**src/shared/sps_pkg.sv**
```systemverilog
package sps_pkg;

  // ----------------------------------------------------------------
  // Timing
  // ----------------------------------------------------------------
  localparam int CLK_PERIOD_NS = 10;            // 100 MHz system clock
  localparam int TICK_NS = 100_000_000;         // 0.1 s timer unit
  localparam int TICK_CYC = TICK_NS / CLK_PERIOD_NS;
  localparam int PAUSE_TICKS_DFLT = 1;          // Stop time between steps

  // ----------------------------------------------------------------
  // Limits and codes
  // ----------------------------------------------------------------
  localparam logic [2:0] MODE_INTERNAL = 3'h4;  // Internal multi-speed
  localparam logic [15:0] FREQ_MAX = 16'h9C40;  // 400.00 Hz in 0.01 Hz
  localparam logic [15:0] TMR_MAX = 16'hFDE8;   // 6500.0 s in 0.1 s
  localparam logic [2:0] LAST_STEP = 3'h7;      // Step eight

  // ----------------------------------------------------------------
  // Register offsets (byte addresses)
  // ----------------------------------------------------------------
  localparam logic [7:0] OFS_MODE = 8'h00;
  localparam logic [7:0] OFS_REPEAT = 8'h04;
  localparam logic [7:0] OFS_DIR = 8'h08;
  localparam logic [7:0] OFS_RAMP = 8'h0C;
  localparam logic [7:0] OFS_MAIN = 8'h10;
  localparam logic [7:0] OFS_RESUME = 8'h14;
  localparam logic [7:0] OFS_STATUS = 8'h18;
  localparam logic [7:0] OFS_MEM = 8'h40;       // 32 words up to 8'hBC
  localparam logic [7:0] OFS_MEM_END = 8'hC0;

  // ----------------------------------------------------------------
  // Parameter memory layout (word index)
  // ----------------------------------------------------------------
  localparam logic [4:0] IDX_FREQ = 5'h00;      // + step (steps 2..8)
  localparam logic [4:0] IDX_TMR = 5'h08;       // + step (steps 1..8)
  localparam logic [4:0] IDX_RAMP = 5'h10;      // + 2*set, +1 for decel

  // ----------------------------------------------------------------
  // Status fields
  // ----------------------------------------------------------------
  localparam int ST_RUN_BIT = 0;
  localparam int ST_STEP_LSB = 1;
  localparam int ST_HELD_BIT = 4;
  localparam int ST_DONE_BIT = 5;
  localparam int ST_ELAP_LSB = 16;

  // ----------------------------------------------------------------
  // Reset values
  // ----------------------------------------------------------------
  localparam logic [2:0] RST_MODE = 3'h0;
  localparam logic [1:0] RST_REPEAT = 2'h0;
  localparam logic [7:0] RST_DIR = 8'h00;
  localparam logic [15:0] RST_RAMP = 16'h0000;
  localparam logic [15:0] RST_MAIN = 16'h0000;
  localparam logic RST_RESUME = 1'b0;

  // ----------------------------------------------------------------
  // Types
  // ----------------------------------------------------------------
  typedef enum logic [2:0] {
    SQ_IDLE, SQ_F_TMR, SQ_F_FRQ, SQ_F_ACC, SQ_F_DEC, SQ_F_LOAD,
    SQ_RUN, SQ_PAUSE
  } sps_seq_e;

  typedef struct packed {
    logic run;     // Start the program
    logic stop;    // Stop
    logic fault;   // External fault
    logic estop;   // Emergency stop
  } sps_cmd_s;

  typedef struct packed {
    logic run_en;            // Drive running
    logic dir_rev;           // 1 = reverse
    logic [1:0] ramp_sel;    // Ramp set one..four
    logic [15:0] freq;       // 0.01 Hz
    logic [15:0] acc_time;   // Selected acceleration time
    logic [15:0] dec_time;   // Selected deceleration time
    logic step_load;         // New step presented
  } sps_drv_s;

  typedef struct packed {
    logic [2:0] program_mode_select;
    logic [1:0] program_repeat_mode;
    logic [7:0] step_direction_mask;
    logic [15:0] step_ramp_select_word;
    logic [15:0] main_frequency_setpoint;
    logic program_resume_memory;
  } sps_cfg_s;

  typedef struct packed {
    sps_cfg_s cfg;
    logic apb_acc;
    logic [31:0] prdata;
    sps_seq_e seq;
    logic [2:0] step;
    logic [15:0] elapsed;
    logic [31:0] sub;
    logic [15:0] tmr;
    logic [15:0] f_frq;
    logic [15:0] f_acc;
    logic ran_any;
    logic held;
    logic keep;
    logic done;
    sps_drv_s drv;
  } sps_state_s;

endpackage

```
**src/rtl/sps_param_mem.sv**
```systemverilog
`timescale 1ns/1ns
module sps_param_mem #(
  parameter int AW = 5,
  parameter int DW = 16
) (
  input wire logic sys_clk,          // System clock
  input wire logic rst_n,            // Synchronous reset
  input wire logic we,               // Write strobe
  input wire logic [AW-1:0] waddr,   // Write index
  input wire logic [DW-1:0] wdata,   // Write data
  input wire logic [AW-1:0] raddr_a, // Bus read index
  output logic [DW-1:0] rdata_a,     // Bus read data, registered
  input wire logic [AW-1:0] raddr_b, // Sequencer read index
  output logic [DW-1:0] rdata_b      // Sequencer read data, registered
);

  // ----------------------------------------------------------------
  // State
  // ----------------------------------------------------------------
  typedef struct packed {
    logic [(1<<AW)-1:0][DW-1:0] mem;
    logic [DW-1:0] rd_a;
    logic [DW-1:0] rd_b;
  } sps_mem_s;

  sps_mem_s q;
  sps_mem_s n;

  // Write port and two registered read ports
  always_comb begin
    n = q;
    n.rd_a = q.mem[raddr_a];
    n.rd_b = q.mem[raddr_b];
    if (we) begin
      n.mem[waddr] = wdata;
    end
  end

  // State register
  always_ff @(posedge sys_clk) begin
    if (!rst_n) begin
      q <= '0;
    end else begin
      q <= n;
    end
  end

  assign rdata_a = q.rd_a;
  assign rdata_b = q.rd_b;

endmodule

```
**src/rtl/sps_seq_top.sv**
```systemverilog
// Operation
// - Repeat mode 0 single pass, 1 cycling, 2 and 3 add stops per step.
// - Single pass runs every step once, stops, waits for a new run.
// - Cycling mode advances steps in order and wraps after the last.
// - While running only stop, fault and emergency stop are honoured.
// - Stop-between-steps halts and restarts output at each step change.
// - Step one uses main setpoint, steps two to eight their own.
// - Each step lasts its own timer in 0.1 s units.
// - A step with a zero timer is skipped.
// - Direction mask and ramp word apply only in internal mode 4.
// - All eight step directions sit in one 8-bit mask.
// - Ramp word holds two bits per step, step one lowest.
// - Ramp field 00..11 picks ramp set one..four, accel and decel.
// - Resume setting 1 keeps step and elapsed time across a stop.
`timescale 1ns/1ns
module sps_seq_top #(
  parameter int TICK_CYCLES = sps_pkg::TICK_CYC,
  parameter int PAUSE_TICKS = sps_pkg::PAUSE_TICKS_DFLT
) (
  input wire logic sys_clk,           // System clock, 100 MHz
  input wire logic rst_n,             // Synchronous reset
  input wire logic psel,              // APB select
  input wire logic penable,           // APB enable
  input wire logic pwrite,            // APB direction
  input wire logic [7:0] paddr,       // APB byte address
  input wire logic [31:0] pwdata,     // APB write data
  output logic [31:0] prdata,         // APB read data
  output logic pready,                // APB ready
  output logic pslverr,               // APB error
  input wire sps_pkg::sps_cmd_s cmd,  // Run and stop commands
  output sps_pkg::sps_drv_s drv       // To the ramp generator
);

  // ----------------------------------------------------------------
  // State and memory wiring
  // ----------------------------------------------------------------
  sps_pkg::sps_state_s q;
  sps_pkg::sps_state_s n;
  logic [4:0] addr_b;
  logic [15:0] rd_a;
  logic [15:0] rd_b;
  logic mem_we;
  logic [4:0] mem_idx;
  logic access;
  logic hit_reg;
  logic hit_mem;
  logic kill;
  logic tick;
  logic step_end;
  logic last;
  logic cyc;
  logic gap;
  logic [1:0] ramp_field;
  logic mask_bit;
  logic [15:0] main_lim;
  logic [15:0] elap_inc;

  // Step parameter store
  sps_param_mem #(.AW(5), .DW(16)) u_mem (
    .sys_clk(sys_clk),
    .rst_n(rst_n),
    .we(mem_we),
    .waddr(mem_idx),
    .wdata(pwdata[15:0]),
    .raddr_a(mem_idx),
    .rdata_a(rd_a),
    .raddr_b(addr_b),
    .rdata_b(rd_b)
  );

  // ----------------------------------------------------------------
  // Bus decode
  // ----------------------------------------------------------------
  assign access = psel & penable;
  assign mem_idx = 5'(paddr[7:2] - sps_pkg::OFS_MEM[7:2]);
  assign hit_mem = (paddr >= sps_pkg::OFS_MEM) &&
                   (paddr < sps_pkg::OFS_MEM_END) && (paddr[1:0] == 2'h0);
  assign hit_reg = (paddr == sps_pkg::OFS_MODE) ||
                   (paddr == sps_pkg::OFS_REPEAT) ||
                   (paddr == sps_pkg::OFS_DIR) ||
                   (paddr == sps_pkg::OFS_RAMP) ||
                   (paddr == sps_pkg::OFS_MAIN) ||
                   (paddr == sps_pkg::OFS_RESUME) ||
                   (paddr == sps_pkg::OFS_STATUS);
  // Second access cycle answers; unmapped answers with error
  assign pready = access & q.apb_acc;
  assign pslverr = pready & ~(hit_reg | hit_mem);
  assign mem_we = pready & pwrite & hit_mem;

  // ----------------------------------------------------------------
  // Sequencer helpers
  // ----------------------------------------------------------------
  assign kill = cmd.stop | cmd.fault | cmd.estop |
    (q.cfg.program_mode_select != sps_pkg::MODE_INTERNAL);
  assign tick = (q.sub == 32'(TICK_CYCLES - 1));
  assign elap_inc = q.elapsed + 16'h0001;
  assign step_end = (q.seq == sps_pkg::SQ_RUN) && tick &&
                    (elap_inc >= q.tmr);
  assign last = (q.step == sps_pkg::LAST_STEP);
  assign cyc = q.cfg.program_repeat_mode[0];
  assign gap = q.cfg.program_repeat_mode[1];
  assign ramp_field =
    q.cfg.step_ramp_select_word[{q.step, 1'b0} +: 2];
  assign mask_bit = q.cfg.step_direction_mask[q.step];
  assign main_lim = (q.cfg.main_frequency_setpoint > sps_pkg::FREQ_MAX) ?
    sps_pkg::FREQ_MAX : q.cfg.main_frequency_setpoint;

  // ----------------------------------------------------------------
  // Next state
  // ----------------------------------------------------------------
  always_comb begin
    n = q;
    n.drv.step_load = 1'b0;
    addr_b = sps_pkg::IDX_TMR;
    // Bus read capture and register writes
    n.apb_acc = access & ~q.apb_acc;
    if (access && !q.apb_acc) begin
      n.prdata = 32'h0000_0000;
      if (hit_mem) begin
        n.prdata[15:0] = rd_a;
      end else begin
        unique case (paddr)
          sps_pkg::OFS_MODE: n.prdata[2:0] = q.cfg.program_mode_select;
          sps_pkg::OFS_REPEAT: n.prdata[1:0] = q.cfg.program_repeat_mode;
          sps_pkg::OFS_DIR: n.prdata[7:0] = q.cfg.step_direction_mask;
          sps_pkg::OFS_RAMP: n.prdata[15:0] = q.cfg.step_ramp_select_word;
          sps_pkg::OFS_MAIN: n.prdata[15:0] =
            q.cfg.main_frequency_setpoint;
          sps_pkg::OFS_RESUME: n.prdata[0] = q.cfg.program_resume_memory;
          sps_pkg::OFS_STATUS: begin
            n.prdata[sps_pkg::ST_RUN_BIT] = (q.seq != sps_pkg::SQ_IDLE);
            n.prdata[sps_pkg::ST_STEP_LSB +: 3] = q.step;
            n.prdata[sps_pkg::ST_HELD_BIT] = q.held;
            n.prdata[sps_pkg::ST_DONE_BIT] = q.done;
            n.prdata[sps_pkg::ST_ELAP_LSB +: 16] = q.elapsed;
          end
          default: n.prdata = 32'h0000_0000;
        endcase
      end
    end
    if (pready && pwrite) begin
      unique case (paddr)
        sps_pkg::OFS_MODE: n.cfg.program_mode_select = pwdata[2:0];
        sps_pkg::OFS_REPEAT: n.cfg.program_repeat_mode = pwdata[1:0];
        sps_pkg::OFS_DIR: n.cfg.step_direction_mask = pwdata[7:0];
        sps_pkg::OFS_RAMP: n.cfg.step_ramp_select_word = pwdata[15:0];
        sps_pkg::OFS_MAIN: n.cfg.main_frequency_setpoint = pwdata[15:0];
        sps_pkg::OFS_RESUME: n.cfg.program_resume_memory = pwdata[0];
        sps_pkg::OFS_STATUS: begin
          if (pwdata[sps_pkg::ST_DONE_BIT]) begin
            n.done = 1'b0;
          end
        end
        default: n.done = n.done;
      endcase
    end
    // Stop, fault, emergency stop or leaving mode 4 end the run
    if (kill && q.seq != sps_pkg::SQ_IDLE) begin
      n.seq = sps_pkg::SQ_IDLE;
      n.drv.run_en = 1'b0;
      n.keep = 1'b0;
      if (q.cfg.program_resume_memory) begin
        n.held = 1'b1;
        if (q.seq == sps_pkg::SQ_PAUSE) begin
          n.elapsed = 16'h0000;
          n.sub = 32'h0000_0000;
        end
      end else begin
        n.held = 1'b0;
        n.step = 3'h0;
        n.elapsed = 16'h0000;
        n.sub = 32'h0000_0000;
      end
    end else begin
      unique case (q.seq)
        // Wait for a run command; resume or restart from step one
        sps_pkg::SQ_IDLE: begin
          if (cmd.run && !kill) begin
            n.seq = sps_pkg::SQ_F_TMR;
            n.ran_any = 1'b0;
            n.held = 1'b0;
            n.keep = q.held & q.cfg.program_resume_memory;
            if (!(q.held && q.cfg.program_resume_memory)) begin
              n.step = 3'h0;
              n.elapsed = 16'h0000;
              n.sub = 32'h0000_0000;
            end
          end
        end
        // Fetch the step timer
        sps_pkg::SQ_F_TMR: begin
          addr_b = sps_pkg::IDX_TMR + 5'(q.step);
          n.seq = sps_pkg::SQ_F_FRQ;
        end
        // Timer arrives; skip unused steps, else fetch frequency
        sps_pkg::SQ_F_FRQ: begin
          addr_b = sps_pkg::IDX_FREQ + 5'(q.step);
          n.tmr = (rd_b > sps_pkg::TMR_MAX) ? sps_pkg::TMR_MAX : rd_b;
          if (rd_b == 16'h0000) begin
            n.keep = 1'b0;
            n.elapsed = 16'h0000;
            n.sub = 32'h0000_0000;
            if (!last) begin
              n.step = q.step + 3'h1;
              n.seq = sps_pkg::SQ_F_TMR;
            end else if (cyc && q.ran_any) begin
              n.step = 3'h0;
              n.ran_any = 1'b0;
              n.seq = sps_pkg::SQ_F_TMR;
            end else begin
              n.step = 3'h0;
              n.seq = sps_pkg::SQ_IDLE;
              n.drv.run_en = 1'b0;
              n.done = 1'b1;
            end
          end else begin
            n.seq = sps_pkg::SQ_F_ACC;
          end
        end
        // Frequency arrives; step one takes the main setpoint
        sps_pkg::SQ_F_ACC: begin
          addr_b = sps_pkg::IDX_RAMP + 5'({ramp_field, 1'b0});
          if (q.step == 3'h0) begin
            n.f_frq = main_lim;
          end else begin
            n.f_frq = (rd_b > sps_pkg::FREQ_MAX) ? sps_pkg::FREQ_MAX :
                      rd_b;
          end
          n.seq = sps_pkg::SQ_F_DEC;
        end
        // Acceleration time arrives
        sps_pkg::SQ_F_DEC: begin
          addr_b = sps_pkg::IDX_RAMP + 5'({ramp_field, 1'b1});
          n.f_acc = rd_b;
          n.seq = sps_pkg::SQ_F_LOAD;
        end
        // Present the whole step at once
        sps_pkg::SQ_F_LOAD: begin
          n.drv.freq = q.f_frq;
          n.drv.dir_rev = mask_bit;
          n.drv.ramp_sel = ramp_field;
          n.drv.acc_time = q.f_acc;
          n.drv.dec_time = rd_b;
          n.drv.run_en = 1'b1;
          n.drv.step_load = 1'b1;
          n.ran_any = 1'b1;
          n.keep = 1'b0;
          n.seq = sps_pkg::SQ_RUN;
          if (!q.keep) begin
            n.elapsed = 16'h0000;
            n.sub = 32'h0000_0000;
          end
        end
        // Count 0.1 s ticks until the step timer expires
        sps_pkg::SQ_RUN: begin
          n.sub = q.sub + 32'h0000_0001;
          if (tick) begin
            n.sub = 32'h0000_0000;
            n.elapsed = elap_inc;
          end
          if (step_end) begin
            n.elapsed = 16'h0000;
            if (last && !cyc) begin
              n.seq = sps_pkg::SQ_IDLE;
              n.step = 3'h0;
              n.drv.run_en = 1'b0;
              n.done = 1'b1;
            end else begin
              n.step = last ? 3'h0 : q.step + 3'h1;
              if (last) begin
                n.ran_any = 1'b0;
              end
              if (gap) begin
                n.seq = sps_pkg::SQ_PAUSE;
                n.drv.run_en = 1'b0;
              end else begin
                n.seq = sps_pkg::SQ_F_TMR;
              end
            end
          end
        end
        // Output held stopped before the next step restarts it
        sps_pkg::SQ_PAUSE: begin
          n.sub = q.sub + 32'h0000_0001;
          if (tick) begin
            n.sub = 32'h0000_0000;
            n.elapsed = elap_inc;
            if (elap_inc >= 16'(PAUSE_TICKS)) begin
              n.elapsed = 16'h0000;
              n.seq = sps_pkg::SQ_F_TMR;
            end
          end
        end
      endcase
    end
  end

  // State register
  always_ff @(posedge sys_clk) begin
    if (!rst_n) begin
      q <= '0;
      q.cfg.program_mode_select <= sps_pkg::RST_MODE;
      q.cfg.program_repeat_mode <= sps_pkg::RST_REPEAT;
      q.cfg.step_direction_mask <= sps_pkg::RST_DIR;
      q.cfg.step_ramp_select_word <= sps_pkg::RST_RAMP;
      q.cfg.main_frequency_setpoint <= sps_pkg::RST_MAIN;
      q.cfg.program_resume_memory <= sps_pkg::RST_RESUME;
      q.seq <= sps_pkg::SQ_IDLE;
    end else begin
      q <= n;
    end
  end

  assign prdata = q.prdata;
  assign drv = q.drv;
endmodule

```
**config.mk**
```make
export PLATFORM = sky130hd
export DESIGN_NAME = sps_seq_top
export DESIGN_NICKNAME = d
export VERILOG_FILES = /design/src/shared/sps_pkg.sv /design/src/rtl/sps_param_mem.sv /design/src/rtl/sps_seq_top.sv
export SDC_FILE = /design/constraint.sdc
export NUM_CORES = 2
export LEC_CHECK = 0
export ABC_AREA = 0
export BUFFER_PORTS_ARGS = -buffer_cell sky130_fd_sc_hd__buf_2
export CORE_ASPECT_RATIO = 1.5
export CORE_MARGIN = 2
export CORE_UTILIZATION = 30
export CTS_BUF_LIST = sky130_fd_sc_hd__clkbuf_2
export CTS_CLUSTER_DIAMETER = 120
export DETAILED_ROUTE_END_ITERATION = 8
export GPL_TIMING_DRIVEN = 0
export SYNTH_ARGS = -nofsm -noshare
export SYNTH_HDL_FRONTEND = slang
export SYNTH_HIERARCHICAL = 1
export SYNTH_SLANG_ARGS = --single-unit
```
**constraint.sdc**
```tcl
create_clock -name sys_clk -period 9.5 [get_ports sys_clk]
set_input_delay 0.95 -clock sys_clk [delete_from_list [all_inputs] [get_ports sys_clk]]
set_output_delay 0.95 -clock sys_clk [all_outputs]
set_load 0.005 [all_outputs]
```
; ---- Yosys cells after proc, flatten, opt, wreduce, memory -nomap -nowiden
; Index checks and enable logic that the tools add are counted.
; W data, S select, Z words.
[word_totals]
regBits = 782
latch_bits = 0
mem_bits_rw = 0
romBits = 0
input_bits = 49
output_inout_bits = 87
wordCells = 256
mem_count = 0
[classes]
n_addsub = 7
mul = 0
div = 0
magnitude_cmp = 11
n_eq_ne = 36
n_shift = 1
mux = 73
bitwise_logic = 15
reduce_logical = 53
[ops]
columns = operator, n
row1 = $bwmux W512, 1
row2 = $mux W48, 5
row3 = $pmux W48 S5, 1
row4 = $mux W16, 11
row5 = $bmux W16 S5, 2
row6 = $mux W51, 3
row7 = $demux W16 S5, 1
row8 = $mux W54, 1
row9 = $gt A16 B16 Y1 const B, 3
row10 = $add A32 B1 Y32 const B, 1
row11 = $eq A32 B24 Y1 const B, 1
row12 = $eq A8 B5 Y1 const B, 3
row13 = $mux W3, 8
row14 = $pmux W3 S8, 1
row15 = $mux W22, 1
row16 = $reduce_and A2 Y1, 11
row17 = $ne A2 B2 Y1 const B, 10
row18 = $pmux W5 S4, 1
row19 = $ne A3 B3 Y1 const B, 6
row20 = $reduce_and A6 Y1, 3
row21 = $mux W1, 17
row22 = $add A16 B1 Y16 const B, 1
row23 = $eq A8 B4 Y1 const B, 2
row24 = $ge A16 B1 Y1 const B, 1
row25 = other kinds (52), 101

; ---- Depth between registers and ports, before layout
[depth]
depth_word = 10
ltp_mapped = 17
mapped_depth_nobuf = 15

; ---- Hierarchy
; Netlist, hierarchy kept.
[modules_own_cells]
columns = mod, n_inst, cells_per_inst, area_per_inst_um2, seq_area_each_um2
row1 = sps_param_mem, 1, 3014, 28660.0, 10890.4
row2 = sps_seq_top, 1, 1459, 11609.9, 4764.6

; ---- Worst setup path before layout
; Ideal clock, no wire load.
[synth_timing]
path_kind = register to register
from = register, netlist name q[137]
to = register, netlist name q[157]
setup_ns = 0.138
arrival_time_ns = 3.271
t_required_ns = 9.362
setup_slack_ns = 6.091
path_stages_with_launch = 15
path_cell_list = dfxtp_1 ha_1 nand3_1 or3_1 xnor2_1 ha_1 nand2_1 nor2_1 a211oi_1 a21oi_1 o2111ai_1 a21boi_1 nor3b_1 a2111oi_0 a21oi_1

==> summary.txt <==
Total power -> 6.136 mW
Fin. Hold Viols -> 0
Reg2reg start -> q[153]
Fmax -> 182.5 MHz
Placed cell count -> 6334
Clk pwr share -> 40.0%
Gate Count Post-Synth -> 4473
Commonest non-fill, non-tap cell in the layout -> nand2_1
Hold Slack -> 0.2320 ns
Most frequent cells in the layout -> 1342 x nand2_1, 782 x dfxtp_1, 373 x a21boi_0
R2R Setup Slk -> 4.02 ns
Total gr overflow -> 0
Reg2reg end -> u_mem/rdata_b[9]
Max cap viols -> 0
Drt total wl -> 173.7 mm
Via Count -> 36700
Number of buffers created by CTS -> 190
Final Max Tran Viols -> 0
RSZ-0062 raised after global routing -> false
Crit path launch -> q[153]
Critical Path AT -> 6.96 ns
Sw Share -> 28.88%
IO Count -> 136
Number of global-route vias before repair -> 35880
Largest net degree at the start of global routing -> 17
Dpl ws -> 4.307 ns
Fraction of layout instances using a drive strength above 1 -> 21.21%
Detail Route Antenna Nets -> 0
Avg Synthesized Cell Area -> 9.003 sq um
Netlist cell types -> 83
Sw power -> 1.772 mW
Critical Path End Type -> flop
Top FF cell, synth -> dfxtp_1
Drt drc -> 0
Mux cell area share after synthesis -> 16.60%
Critical path endpoint -> u_mem/rdata_b[9]
CTS sink cnt -> 782
Post-synth EDFFs -> 0
Htree depth -> 4
Fin util -> 33.89%
Setup TNS -> 0 ns
Combinational power share -> 6.5%
Initial core utilization -> 30.24%
Final Cycle Share -> 57.68%
Synthesized net count -> 4545
LEAKAGE -> 15.57 nW
Core Box Area -> 133200 sq um
Wire length of the first global-routing pass -> 246.3 mm
Die area -> 137200 sq um
Post-Syn Area -> 40270 sq um
Die W -> 303.1 microns
Reg power frac -> 53.5%
P per Cell Area -> 136.0 nW/um^2
CTS resizes -> 0
Tot GR Track Use -> 24.92%
Post-synthesis xor/xnor area fraction -> 0.9352%
Worst Skew -> 0.1860 ns
Area Growth Syn to Fin -> 12.06%
CTS tree -> built
P_int -> 4.364 mW
Clk Latency, worst-skew pair -> 1.70 ns
Clk slew on worst S/H paths -> 0.12 ns
Final WS setup -> 4.020 ns
Post-Layout Cell Count -> 6695
DIE HEIGHT -> 452.7 microns
Share of flip-flops with an asynchronous set or reset -> 0%
Synth Area in Simple Gates -> 18.37%
Status -> completed
Fin area -> 45130 sq um
Required @ worst endpoint -> 10.98 ns
1st-pass router iterations -> 6
Routed len/inst -> 25.94 microns
Slew HR -> 5.394%
Port bufs -> 118
Adder-Cell Fraction of Synth Area -> 0.7395%
Setup CP Type -> reg -> reg
Final GP Congestion -> 1.029
Min cycle time layout -> 5.480 ns
CTS Root Cell -> clkbuf_2
Hold WC Path Type -> in -> reg
Slew at the pin with the worst max-slew slack -> 1.419 ns
# setup viols final -> 0
HPWL Detailed -> 128.3 mm
Clock tree buffer depth -> 3
Row cnt -> 164
Initial antenna violation count -> 11
Area after DPL -> 43040 sq um
Yosys synthesis warning count -> 6
Synth Area in Compound Gates -> 17.47%
# nets final -> 4880
Critical Path Source Type -> flop
DR iter-0 viols -> 3381
Vias per cell -> 5.482
Yosys reg bits -> 782
Largest fanout on the critical path -> 10
Peak VDD IR -> 0.0001104 V
Cells on worst reg2reg path -> 14
Dominant combinational cell family by area after synthesis -> simple AND/OR/NAND/NOR gates
Sequential share of the synthesized area -> 38.88%
-- state kept, by name (all words and copies together), names as in the netlist --
signal and cells:
prdata 32, q 151, u_mem/rdata_a 16, u_mem/q 512, u_mem/rdata_b 16, cyc 1
drv 53, gap 1
-- logic make-up (layout without fill, tap and decap cells) --
family	Yosys count	after routing
simple gates	1736	1736
xor+xnor	43	43
flops	782	782
fa+ha+maj	24	24
buf+inv	519	986
compound gates	997	997
other cells	0	12
mux	372	372
-- worst min-delay path by stage --
stage	start	endpoint	cells after the start
finish	paddr[5]	u_mem/q[481]	6
floorplan	q[98]	q[98]	2
global placement	q[103]	q[103]	2
detailed placement	q[103]	q[103]	2
CTS	paddr[5]	u_mem/q[481]	6
global route	paddr[5]	u_mem/q[481]	6
-- critical path, stage by stage (launching register included) --
cell,delay (ns)
dfxtp_1,0.43
buf_1,0.60
mux4_2,0.60
mux2i_1,0.54
nor2_1,0.08
a21oi_1,0.13
o22a_1,0.20
nor2_1,0.09
buf_2,0.22
buf_4,0.24
nor2_1,0.67
clkbuf_1,0.61
a221oi_1,0.29
o21ai_0,0.33
a31oi_1,0.25
-- area by class of cell --
type,instances,area [sq um]
plain buffers,484,2690
fillers,14020,88040
repair buffers,143,840.8
well taps,1743,2181
flip-flops and latches,782,15660
diodes,12,30.03
clock inverters,51,434.2
inverters,35,131.4
multi-input cells,3172,21800
clock buffers,273,1366
-- cells in the mapped netlist, types with 6 or more instances --
master / count / area (sq um)
o221a_2: 6 / 67.56
nor2b_1: 11 / 68.82
o21ai_0: 69 / 345.3
nor3b_1: 7 / 52.55
a21oi_1: 167 / 835.8
a31oi_1: 37 / 231.5
dfxtp_1: 782 / 15660
a21boi_1: 140 / 1051
a211oi_1: 18 / 135.1
inv_1: 35 / 131.4
a22o_1: 23 / 201.4
nand4_1: 12 / 75.07
nand2b_1: 9 / 56.30
xor2_1: 25 / 219.0
mux2i_1: 76 / 760.7
a221oi_1: 27 / 236.5
buf_1: 9 / 33.78
a21boi_0: 373 / 2800
nor4_1: 6 / 37.54
buf_6: 26 / 292.8
nor2_8: 8 / 160.2
or3_1: 7 / 43.79
nor2_4: 7 / 78.83
nor3_1: 26 / 130.1
nand2_1: 1342 / 5037
o221ai_1: 32 / 280.3
o2111ai_1: 10 / 87.58
clkbuf_1: 203 / 762.0
and2_1: 13 / 81.33
a22oi_1: 57 / 427.9
buf_2: 97 / 485.5
nor2_2: 17 / 106.4
mux4_2: 230 / 5180
buf_4: 144 / 1081
mux2_2: 66 / 743.2
nor2_1: 147 / 551.8
nand3_1: 49 / 245.2
xnor2_1: 18 / 157.7
and3_1: 23 / 143.9
ha_1: 23 / 287.8
-- layer usage --
metal	wire (microns)	vias to the layer above	GRT usage, %
met2	83590	2022	42.05
li1	-	16310	-
met5	59	-	0
met1	59650	17650	26.25
met3	13570	708	5.481
met4	16800	8	21.07
-- power groups by stage --
stage / sequential (mW) / clock [mW] / combinational [mW]
floorplan: 3.36 / 0 / 0.194
detailed placement: 3.36 / 0 / 0.374
global placement: 3.36 / 0 / 0.374
global route: 3.29 / 2.66 / 0.403
finish: 3.29 / 2.45 / 0.399
CTS: 3.29 / 2.51 / 0.383
-- repair_timing --
action,CTS,global route
setup buffers,0,0
setup endpoints to repair,0,0
hold endpoints to repair,303,0
hold buffers,25,0
No activity file was read; power rests on OpenSTA's default activity.
